--- config.mk ---
export PLATFORM = sky130hd
export DESIGN_NAME = btsc_top
export DESIGN_NICKNAME = d
export VERILOG_FILES = /design/src/verilog/btsc_pkg.sv /design/src/verilog/btsc_route_if.sv /design/src/verilog/btsc_route.sv /design/src/verilog/btsc_top.sv
export SDC_FILE = /design/constraint.sdc
export NUM_CORES = 2
export LEC_CHECK = 0
export BUFFER_PORTS_ARGS = -buffer_cell sky130_fd_sc_hd__buf_4
export CORE_MARGIN = 5
export CORE_UTILIZATION = 35
export DETAILED_ROUTE_END_ITERATION = 16
export GPL_ROUTABILITY_DRIVEN = 1
export PLACE_DENSITY_LB_ADDON = 0.08
export SKIP_CTS_REPAIR_TIMING = 1
export SYNTH_ARGS = -nofsm -noshare
export SYNTH_HDL_FRONTEND = slang
export SYNTH_HIERARCHICAL = 1
export SYNTH_SLANG_ARGS = --single-unit
--- constraint.sdc ---
create_clock -name clk -period 11.5 [get_ports clk]
set_clock_uncertainty 0.15 [all_clocks]
set_input_delay 0.575 -clock clk [delete_from_list [all_inputs] [get_ports clk]]
set_output_delay 0.575 -clock clk [all_outputs]
set_load 0.005 [all_outputs]
--- src/verilog/btsc_pkg.sv ---
/*
  constants shared by the branch trace store control block: register indices,
  control field positions, reset values and record geometry.
  assumes a 64-bit register port indexed by a 4-bit register number.
*/
package btsc_pkg;
  localparam int unsigned ADDR_W = 4;
  localparam int unsigned DATA_W = 64;
  localparam int unsigned PRIV_W = 2;

  localparam logic [3:0] REG_DBG_CTL = 4'h0;
  localparam logic [3:0] REG_MISC_FEAT = 4'h1;
  localparam logic [3:0] REG_FEAT_ID = 4'h2;
  localparam logic [3:0] REG_DS_BASE = 4'h3;
  localparam logic [3:0] REG_BUF_BASE = 4'h4;
  localparam logic [3:0] REG_BUF_INDEX = 4'h5;
  localparam logic [3:0] REG_BUF_MAX = 4'h6;
  localparam logic [3:0] REG_BUF_THRESH = 4'h7;
  localparam logic [3:0] REG_LER_SRC = 4'h8;
  localparam logic [3:0] REG_LER_TGT = 4'h9;
  localparam logic [3:0] REG_IRQ_CAUSE = 4'ha;
  localparam logic [3:0] REG_IRQ_MASK = 4'hb;

  localparam int unsigned MSG_EN_BIT = 2;
  localparam int unsigned STORE_EN_BIT = 3;
  localparam int unsigned FULL_IRQ_EN_BIT = 4;
  localparam int unsigned SKIP_KERNEL_BIT = 5;
  localparam int unsigned SKIP_USER_BIT = 6;
  localparam int unsigned STORE_UNSUP_BIT = 0;
  localparam int unsigned DS_FEATURE_BIT = 21;

  localparam int unsigned CAUSE_STORE_BIT = 0;
  localparam int unsigned CAUSE_PRECISE_BIT = 1;
  localparam int unsigned CAUSE_NONPRECISE_BIT = 2;
  localparam int unsigned CAUSE_W = 3;

  localparam logic [63:0] REC_BYTES = 64'h0000_0000_0000_0010;
  localparam logic [63:0] ZERO64 = 64'h0;
  localparam logic [1:0] PRIV_KERNEL = 2'h0;
endpackage

--- src/verilog/btsc_route_if.sv ---
/*
  carrier between the trace control core and its routing decoder.
  assumes the core drives control flags and privilege, the decoder the routing.
*/
`timescale 1ns/100ps
interface btsc_route_if;
  logic msg_en;
  logic store_en;
  logic full_irq_en;
  logic skip_kernel;
  logic skip_user;
  logic [1:0] priv;
  logic send_bus;
  logic store_rec;
  logic storing_active;
  logic circular;

  modport core (
    output msg_en, store_en, full_irq_en, skip_kernel, skip_user, priv,
    input send_bus, store_rec, storing_active, circular
  );
  modport dec (
    input msg_en, store_en, full_irq_en, skip_kernel, skip_user, priv,
    output send_bus, store_rec, storing_active, circular
  );
endinterface

--- src/verilog/btsc_route.sv ---
/*
  routing decoder: turns the trace control flags and the current privilege
  into bus, store and wrap decisions. purely combinational.
  assumes the core samples its outputs on the branch event.
*/
`timescale 1ns/100ps
module btsc_route
  import btsc_pkg::*;
(
  btsc_route_if.dec rt
);
  logic priv_ok;

  always_comb begin
    // both skips set: nothing is stored, and no message is sent while store is enabled
    priv_ok = 1'b1;
    if (rt.skip_kernel && rt.skip_user) begin
      priv_ok = 1'b0;
    end else if (rt.skip_kernel) begin
      priv_ok = (rt.priv != PRIV_KERNEL);
    end else if (rt.skip_user) begin
      priv_ok = (rt.priv == PRIV_KERNEL);
    end
  end

  always_comb begin
    rt.storing_active = rt.msg_en && rt.store_en;
    rt.send_bus = rt.msg_en && !rt.store_en;
    rt.store_rec = rt.storing_active && priv_ok;
    rt.circular = !rt.full_irq_en;
  end
endmodule

--- src/verilog/btsc_top.sv ---
/*
  branch trace store control: last exception records, trace control flags,
  bus message path, buffered record store with wrap or threshold interrupt,
  shared performance interrupt with delivery mask.
  assumes synchronous inputs, one branch event per cycle at most and a memory
  write port that always accepts.
*/
// Implementation choices: the register offsets and the strobed register port.
`timescale 1ns/100ps
// Overview of operation
// keep last-exception source/target pair of the branch before an exception
// records are 64 bits; only low 32 visible while extended mode off
// 64-bit submode stores full address; compatibility submode clears upper half
// identification register reports the debug store feature at bit 21
// store enable bits are writable only when store is supported
// software builds the buffer area and writes its base pointer first
// message enable clear means no branch messages at all
// store enable picks bus or buffer, never both
// full interrupt enable clear wraps circularly, set raises interrupt near full
// index at or above threshold makes the buffer an interrupt source
// skip kernel alone stores only records with privilege above zero
// skip user alone stores only records with privilege zero
// both skips set: messages generated, none stored; here no message is sent either while store is enabled
// a full non-circular buffer leaves the configuration enabled
// delivered interrupt masks further ones until software clears the mask
// buffer, precise and non-precise sampling share one interrupt output
// handler resets the buffer index to the buffer start after reading
// handler clears message and precise enables on entry, restores on exit
// handler clears the interrupt mask before completing service
// buffer base is doubleword aligned and linearly contiguous
// buffer addresses keep bit 20 zero unless bit-20 masking is prevented
// control bits: message 2, store 3, full irq 4, skip kernel 5, skip user 6
// index advances one record per write and wraps at the maximum
module btsc_top
  import btsc_pkg::*;
#(
  parameter bit STORE_SUPPORTED = 1'b1,
  parameter bit DS_SUPPORTED = 1'b1
)(
  input wire logic clk,
  input wire logic arst_n,
  input wire logic [ADDR_W-1:0] reg_addr,
  input wire logic [DATA_W-1:0] reg_wdata,
  input wire logic reg_we,
  input wire logic reg_re,
  output logic [DATA_W-1:0] reg_rdata,
  input wire logic ext_addr_en,
  input wire logic long64_submode,
  input wire logic br_valid,
  input wire logic br_is_exc,
  input wire logic [63:0] br_from,
  input wire logic [63:0] br_to,
  input wire logic [PRIV_W-1:0] br_priv,
  input wire logic precise_irq_req,
  input wire logic nonprecise_irq_req,
  output logic msg_valid,
  output logic [63:0] msg_from,
  output logic [63:0] msg_to,
  output logic mem_wr_valid,
  output logic [63:0] mem_wr_addr,
  output logic [127:0] mem_wr_data,
  output logic perf_monitor_irq
);
  logic [DATA_W-1:0] rdata_ff;
  logic msg_en_ff;
  logic store_en_ff;
  logic full_irq_en_ff;
  logic skip_kernel_ff;
  logic skip_user_ff;
  logic [63:0] ds_base_ff;
  logic [63:0] buf_base_ff;
  logic [63:0] buf_index_ff;
  logic [63:0] buf_max_ff;
  logic [63:0] buf_thresh_ff;
  logic [63:0] last_from_ff;
  logic [63:0] last_to_ff;
  logic [63:0] ler_src_ff;
  logic [63:0] ler_tgt_ff;
  logic [CAUSE_W-1:0] cause_ff;
  logic irq_masked_ff;
  logic irq_ff;
  logic msg_valid_ff;
  logic [63:0] msg_from_ff;
  logic [63:0] msg_to_ff;
  logic mem_wr_valid_ff;
  logic [63:0] mem_wr_addr_ff;
  logic [127:0] mem_wr_data_ff;

  logic wr_ctl;
  logic do_store;
  logic [63:0] nxt_index;
  logic [CAUSE_W-1:0] cause_set;
  logic [CAUSE_W-1:0] cause_clr;
  logic [CAUSE_W-1:0] nxt_cause;
  logic [63:0] ler_src_vis;
  logic [63:0] ler_tgt_vis;
  logic [63:0] nxt_rdata;

  btsc_route_if rt ();

  assign rt.msg_en = msg_en_ff;
  assign rt.store_en = store_en_ff;
  assign rt.full_irq_en = full_irq_en_ff;
  assign rt.skip_kernel = skip_kernel_ff;
  assign rt.skip_user = skip_user_ff;
  assign rt.priv = br_priv;

  btsc_route u_route (
    .rt(rt)
  );

  assign wr_ctl = reg_we && (reg_addr == REG_DBG_CTL);

  // control register; the store facility never switches itself off
  always_ff @(posedge clk or negedge arst_n) begin
    if (!arst_n) begin
      msg_en_ff <= 1'b0;
      store_en_ff <= 1'b0;
      full_irq_en_ff <= 1'b0;
      skip_kernel_ff <= 1'b0;
      skip_user_ff <= 1'b0;
    end else if (wr_ctl) begin
      msg_en_ff <= reg_wdata[MSG_EN_BIT];
      skip_kernel_ff <= reg_wdata[SKIP_KERNEL_BIT];
      skip_user_ff <= reg_wdata[SKIP_USER_BIT];
      if (STORE_SUPPORTED) begin
        store_en_ff <= reg_wdata[STORE_EN_BIT];
        full_irq_en_ff <= reg_wdata[FULL_IRQ_EN_BIT];
      end
    end
  end

  // buffer pointers; software owns them, hardware only moves the index
  always_ff @(posedge clk or negedge arst_n) begin
    if (!arst_n) begin
      ds_base_ff <= ZERO64;
      buf_base_ff <= ZERO64;
      buf_max_ff <= ZERO64;
      buf_thresh_ff <= ZERO64;
    end else if (reg_we) begin
      case (reg_addr)
        REG_DS_BASE: ds_base_ff <= reg_wdata;
        REG_BUF_BASE: buf_base_ff <= reg_wdata;
        REG_BUF_MAX: buf_max_ff <= reg_wdata;
        REG_BUF_THRESH: buf_thresh_ff <= reg_wdata;
        default: ;
      endcase
    end
  end

  // a full non-circular buffer drops records but stays configured
  assign do_store = br_valid && rt.store_rec &&
                    (rt.circular || (buf_index_ff < buf_max_ff));

  always_comb begin
    nxt_index = buf_index_ff + REC_BYTES;
    if (rt.circular && (nxt_index >= buf_max_ff)) begin
      nxt_index = buf_base_ff;
    end
  end

  // a software index write wins so the handler rewind is never lost
  always_ff @(posedge clk or negedge arst_n) begin
    if (!arst_n) begin
      buf_index_ff <= ZERO64;
    end else if (reg_we && (reg_addr == REG_BUF_INDEX)) begin
      buf_index_ff <= reg_wdata;
    end else if (do_store) begin
      buf_index_ff <= nxt_index;
    end
  end

  // record write towards memory
  always_ff @(posedge clk or negedge arst_n) begin
    if (!arst_n) begin
      mem_wr_valid_ff <= 1'b0;
      mem_wr_addr_ff <= ZERO64;
      mem_wr_data_ff <= {ZERO64, ZERO64};
    end else begin
      mem_wr_valid_ff <= do_store;
      if (do_store) begin
        mem_wr_addr_ff <= buf_index_ff;
        mem_wr_data_ff <= {br_to, br_from};
      end
    end
  end

  // bus message path, exclusive with the store path
  always_ff @(posedge clk or negedge arst_n) begin
    if (!arst_n) begin
      msg_valid_ff <= 1'b0;
      msg_from_ff <= ZERO64;
      msg_to_ff <= ZERO64;
    end else begin
      msg_valid_ff <= br_valid && rt.send_bus;
      if (br_valid && rt.send_bus) begin
        msg_from_ff <= br_from;
        msg_to_ff <= br_to;
      end
    end
  end

  // last branch tracker and last exception pair
  always_ff @(posedge clk or negedge arst_n) begin
    if (!arst_n) begin
      last_from_ff <= ZERO64;
      last_to_ff <= ZERO64;
      ler_src_ff <= ZERO64;
      ler_tgt_ff <= ZERO64;
    end else if (br_valid) begin
      last_from_ff <= br_from;
      last_to_ff <= br_to;
      if (br_is_exc) begin
        if (ext_addr_en && long64_submode) begin
          ler_src_ff <= last_from_ff;
          ler_tgt_ff <= last_to_ff;
        end else begin
          ler_src_ff <= {32'h0000_0000, last_from_ff[31:0]};
          ler_tgt_ff <= {32'h0000_0000, last_to_ff[31:0]};
        end
      end
    end
  end

  // upper half hidden, not cleared, while extended addressing is off
  assign ler_src_vis = ext_addr_en ? ler_src_ff : {32'h0000_0000, ler_src_ff[31:0]};
  assign ler_tgt_vis = ext_addr_en ? ler_tgt_ff : {32'h0000_0000, ler_tgt_ff[31:0]};

  // interrupt causes: sticky, write one to clear, a new event beats the clear
  always_comb begin
    cause_set = '0;
    cause_set[CAUSE_STORE_BIT] = rt.storing_active && full_irq_en_ff &&
                                 (buf_index_ff >= buf_thresh_ff);
    cause_set[CAUSE_PRECISE_BIT] = precise_irq_req;
    cause_set[CAUSE_NONPRECISE_BIT] = nonprecise_irq_req;
    cause_clr = '0;
    if (reg_we && (reg_addr == REG_IRQ_CAUSE)) begin
      cause_clr = reg_wdata[CAUSE_W-1:0];
    end
    nxt_cause = (cause_ff & ~cause_clr) | cause_set;
  end

  always_ff @(posedge clk or negedge arst_n) begin
    if (!arst_n) begin
      cause_ff <= '0;
    end else begin
      cause_ff <= nxt_cause;
    end
  end

  // one shared pulse per delivery, then masked until software clears it
  always_ff @(posedge clk or negedge arst_n) begin
    if (!arst_n) begin
      irq_ff <= 1'b0;
      irq_masked_ff <= 1'b0;
    end else begin
      irq_ff <= (|cause_ff) && !irq_masked_ff;
      if ((|cause_ff) && !irq_masked_ff) begin
        irq_masked_ff <= 1'b1;
      end else if (reg_we && (reg_addr == REG_IRQ_MASK) && reg_wdata[0]) begin
        irq_masked_ff <= 1'b0;
      end
    end
  end

  // read mux; data stand only in the cycle after the strobe
  always_comb begin
    nxt_rdata = ZERO64;
    case (reg_addr)
      REG_DBG_CTL: begin
        nxt_rdata[MSG_EN_BIT] = msg_en_ff;
        nxt_rdata[STORE_EN_BIT] = store_en_ff;
        nxt_rdata[FULL_IRQ_EN_BIT] = full_irq_en_ff;
        nxt_rdata[SKIP_KERNEL_BIT] = skip_kernel_ff;
        nxt_rdata[SKIP_USER_BIT] = skip_user_ff;
      end
      REG_MISC_FEAT: nxt_rdata[STORE_UNSUP_BIT] = !STORE_SUPPORTED;
      REG_FEAT_ID: nxt_rdata[DS_FEATURE_BIT] = DS_SUPPORTED;
      REG_DS_BASE: nxt_rdata = ds_base_ff;
      REG_BUF_BASE: nxt_rdata = buf_base_ff;
      REG_BUF_INDEX: nxt_rdata = buf_index_ff;
      REG_BUF_MAX: nxt_rdata = buf_max_ff;
      REG_BUF_THRESH: nxt_rdata = buf_thresh_ff;
      REG_LER_SRC: nxt_rdata = ler_src_vis;
      REG_LER_TGT: nxt_rdata = ler_tgt_vis;
      REG_IRQ_CAUSE: nxt_rdata[CAUSE_W-1:0] = cause_ff;
      REG_IRQ_MASK: nxt_rdata[0] = irq_masked_ff;
      default: nxt_rdata = ZERO64;
    endcase
  end

  always_ff @(posedge clk or negedge arst_n) begin
    if (!arst_n) begin
      rdata_ff <= ZERO64;
    end else if (reg_re) begin
      rdata_ff <= nxt_rdata;
    end else begin
      rdata_ff <= ZERO64;
    end
  end

  assign reg_rdata = rdata_ff;
  assign msg_valid = msg_valid_ff;
  assign msg_from = msg_from_ff;
  assign msg_to = msg_to_ff;
  assign mem_wr_valid = mem_wr_valid_ff;
  assign mem_wr_addr = mem_wr_addr_ff;
  assign mem_wr_data = mem_wr_data_ff;
  assign perf_monitor_irq = irq_ff;
endmodule

==> results by group <==
Layout
  – Nets: 4969
  – Commonest non-fill, non-tap cell in the layout: dfrtp_1
  – Syn-to-layout area delta: 26.5%
  – Fraction of layout cells with a size suffix above 1: 30.9%
  – Max FFs per register: 128
  – Commonest non-fill, non-tap cells in the layout: dfrtp_1, nand2_1, buf_4, mux2_2, dlygate4sd3_1

Power
  – Pleak: 26.5 nW
  – Peak VDD IR: 150 uV
  – Power share of the clock group: 28.7%
  – P_sw: 4.37 mW
  – Combinational power share: 30.6%
  – Sw Share: 33.8%
  – Power Density: 229 mW/mm^2
  – Seq pwr share: 40.7%
  – Pint: 8.57 mW

CTS
  – Clock transition at path regs: 0.06 ns
  – CTS Buffer Depth: 3
  – Clock root cell: clkbuf_16
  – Num CTS Buffers: 110
  – Clk_lat worst skew: 0.73 ns
  – H-tree levels: 3
  – CTS tree: yes
  – CTS sink count: 972

Logic synthesis
  – Area share of the largest cell type after synthesis: 54.5%
  – Area share of fa/ha/maj cells after synthesis: 5.30%
  – Post-Synth Simple-Gate Area: 9.38%
  – Mux contribution to synthesized area: 15.9%
  – Post-synthesis sequential area ratio: 54.5%
  – Post-Synth XOR/XNOR Area: 1.16%
  – Syn_area_per_cell: 11.5 um^2
  – Ys async rst share: 100%
  – Largest family of logic cells by synthesized area: multiplexers
  – Syn nets: 4261
  – Post-synth top area cell: dfrtp_1
  – #FFs+latches synth: 972
  – Mapped Cells: 3864
  – Compound-gate portion of the synthesized area: 10.3%
  – Synth area leaders: dfrtp_1, mux2_2, nand2_1
  – Number of synthesized flops with an enable pin: 0
  – Distinct cells, synth: 73
  – Yosys warning count: 6
  – Main synth FF type: dfrtp_1
  – Syn Std Cell Area: 0.0446 mm^2

Outcome
  – Violated checks: hold timing
  – Status: complete, but fails checks

Timing
  – RSZ-0062 raised after global routing: false
  – Setup TNS: 0 ns
  – Hold Vio Cnt, Final: 1
  – Final setup violating endpoints: 0
  – Final period util: 54.8%
  – Final worst path period need: 6.30 ns
  – Worst Tran Pin Value: 1.26 ns
  – WHS: -0.00321 ns
  – Final slew viol count: 0
  – Relative slew slack: 16.0%
  – Fmax: 0.159 GHz

Setup path
  – CP Class: register to register
  – R2r setup slk: 5.20 ns
  – Critical Path AT: 6.74 ns
  – Critical Path RT: 11.93 ns
  – R2R Path End: buf_index_ff[51]$_DFFE_PN0P_
  – CP startpoint kind: register
  – CP max FO: 36
  – FF-to-FF path depth: 17
  – Critical Path Sink Type: register
  – Critical R2R Launch: buf_index_ff[8]$_DFFE_PN0P_

Route
  – Vias: 33.6k
  – Via/cell ratio: 5.30
  – First-pass iteration count of the detailed router: 6
  – WL final: 163000 um
  – Wire per inst: 25.7 um
  – Post-DRT Antenna Nets: 0
  – Drt first-iter violations: 2751
  – DRC viols: 0

Worst hold path
  – Hold crit path type: input pin to register
  – Worst Hold Path EP: buf_index_ff[2]$_DFFE_PN0P_
  – Hold path depth: 3
  – Hold_sp: reg_wdata[2]

Die
  – Die H: 367 um
  – Starting Density: 35.1%
  – Core Box Area: 0.127 mm^2
  – # IOs: 595
  – Std cell rows: 131
  – Die Area: 0.135 mm^2
  – Die Wd: 367 um

Run
  – Max-cap viol count: 0

Global route
  – Largest net degree at the start of global routing: 150
  – Initial antenna violation count: 18
  – Number of global-route vias before repair: 33.5k
  – Total track usage: 23.6%
  – First-pass GRT wire length: 240000 um
  – Global route total overflow: 0

Place
  – PortBufs: 594
  – Final HPWL DP: 114000 um
  – Gp weighted congestion: 0.854
-- power by group through the flow --
stage	Sequential, mW	Clock, mW	Combinational [mW]
floorplan	5.00	0	2.21
global placement	5.28	0	3.90
detailed placement	5.30	0	3.94
CTS	5.26	3.81	3.95
global route	5.40	3.96	4.40
finish	5.27	3.71	3.96
-- worst max-delay path, stage by stage (launching register included) --
cell	delay [ns]
dfrtp_1	0.61
nand4_2	0.24
nor4_2	0.62
nand4_2	0.48
or2_1	0.51
nor3_4	0.24
xor2_2	0.09
ha_1	0.31
nand4_1	0.19
nor4_1	0.69
nand2_1	0.18
nor3_1	0.18
a221o_1	0.18
o41ai_2	0.08
buf_4	0.32
nor2_2	0.63
a211oi_1	0.12
a211o_1	0.30
-- routing by layer --
| metal | share of wire [%] | wire (um) | up-vias | GRT usage (%) |
|---|---|---|---|---|
| li1 | - | - | 15200 | - |
| met1 | 48 | 78300 | 17200 | 35.1 |
| met2 | 43 | 70600 | 919 | 34.7 |
| met3 | 6.6 | 10700 | 161 | 5.60 |
| met4 | 1.9 | 3100 | 12 | 5.53 |
| met5 | 0.049 | 80 | - | 0 |
-- kinds of logic after synthesis --
logic type               after synthesis
XOR/XNOR                              58
flip-flops                           972
AND/OR/NAND/NOR                      986
adder cells (fa/ha/maj)              189
multiplexers                         637
AO/OA/AOI/OAI                        636
buffers and inverters                386
-- worst max-delay path by stage --
stage,start,end,slack (ns),cells past startpoint
after floorplan,buf_index_ff[46]$_DFFE_PN0P_,buf_index_ff[51]$_DFFE_PN0P_,7.08,19
after global placement,buf_index_ff[14]$_DFFE_PN0P_,buf_index_ff[51]$_DFFE_PN0P_,5.41,17
after detailed placement,buf_index_ff[14]$_DFFE_PN0P_,buf_index_ff[51]$_DFFE_PN0P_,5.28,17
after CTS,buf_index_ff[14]$_DFFE_PN0P_,buf_index_ff[51]$_DFFE_PN0P_,5.23,17
after global routing,buf_index_ff[14]$_DFFE_PN0P_,buf_index_ff[3]$_DFFE_PN0P_,4.93,17
final,buf_index_ff[8]$_DFFE_PN0P_,buf_index_ff[51]$_DFFE_PN0P_,5.20,17
-- synth_stat cells, drive strengths merged (16+ instances only) --
library cell,instances
clkbuf,177
mux2,582
nand3,62
a22o,103
a31oi,68
a221oi,16
inv,150
a21oi,96
xnor2,45
buf,59
a222oi,63
o211ai,29
o21ai,78
a22oi,87
a21o,31
nor2,64
mux2i,55
dfrtp,972
nand2,717
nand4,48
nor3,28
ha,189
o21a,20
-- area by class of cell --
cell class                 count  area [um^2]
clock buffer                 154         3210
sequential                   972        24300
fill                       12200        70700
timing repair buffer         832         6760
antenna                       10         25.0
tap                         1662         2080
clock inverter                45          606
inverter                     150          571
multi-input combinational   2506        18900
-- through the flow --
| stage | cell area (um^2) | utilization, % | power [mW] | worst slack, ns | cells |
|---|---|---|---|---|---|
| 6_report | 56500 | 44.4 | 12.9 | 5.20 | 6331 |
| 3_3_place_gp | 50700 | 39.9 | 9.19 | 5.41 | 5931 |
| 5_1_grt | 56400 | 44.4 | 13.8 | 4.93 | 6323 |
| 3_5_place_dp | 50700 | 39.9 | 9.24 | 5.28 | 5931 |
| 2_1_floorplan | 44600 | - | 7.20 | 7.08 | 3864 |
| 4_1_cts | 54500 | 42.9 | 13.0 | 5.23 | 6130 |
Note: power is estimated with default switching activity, not from simulation.
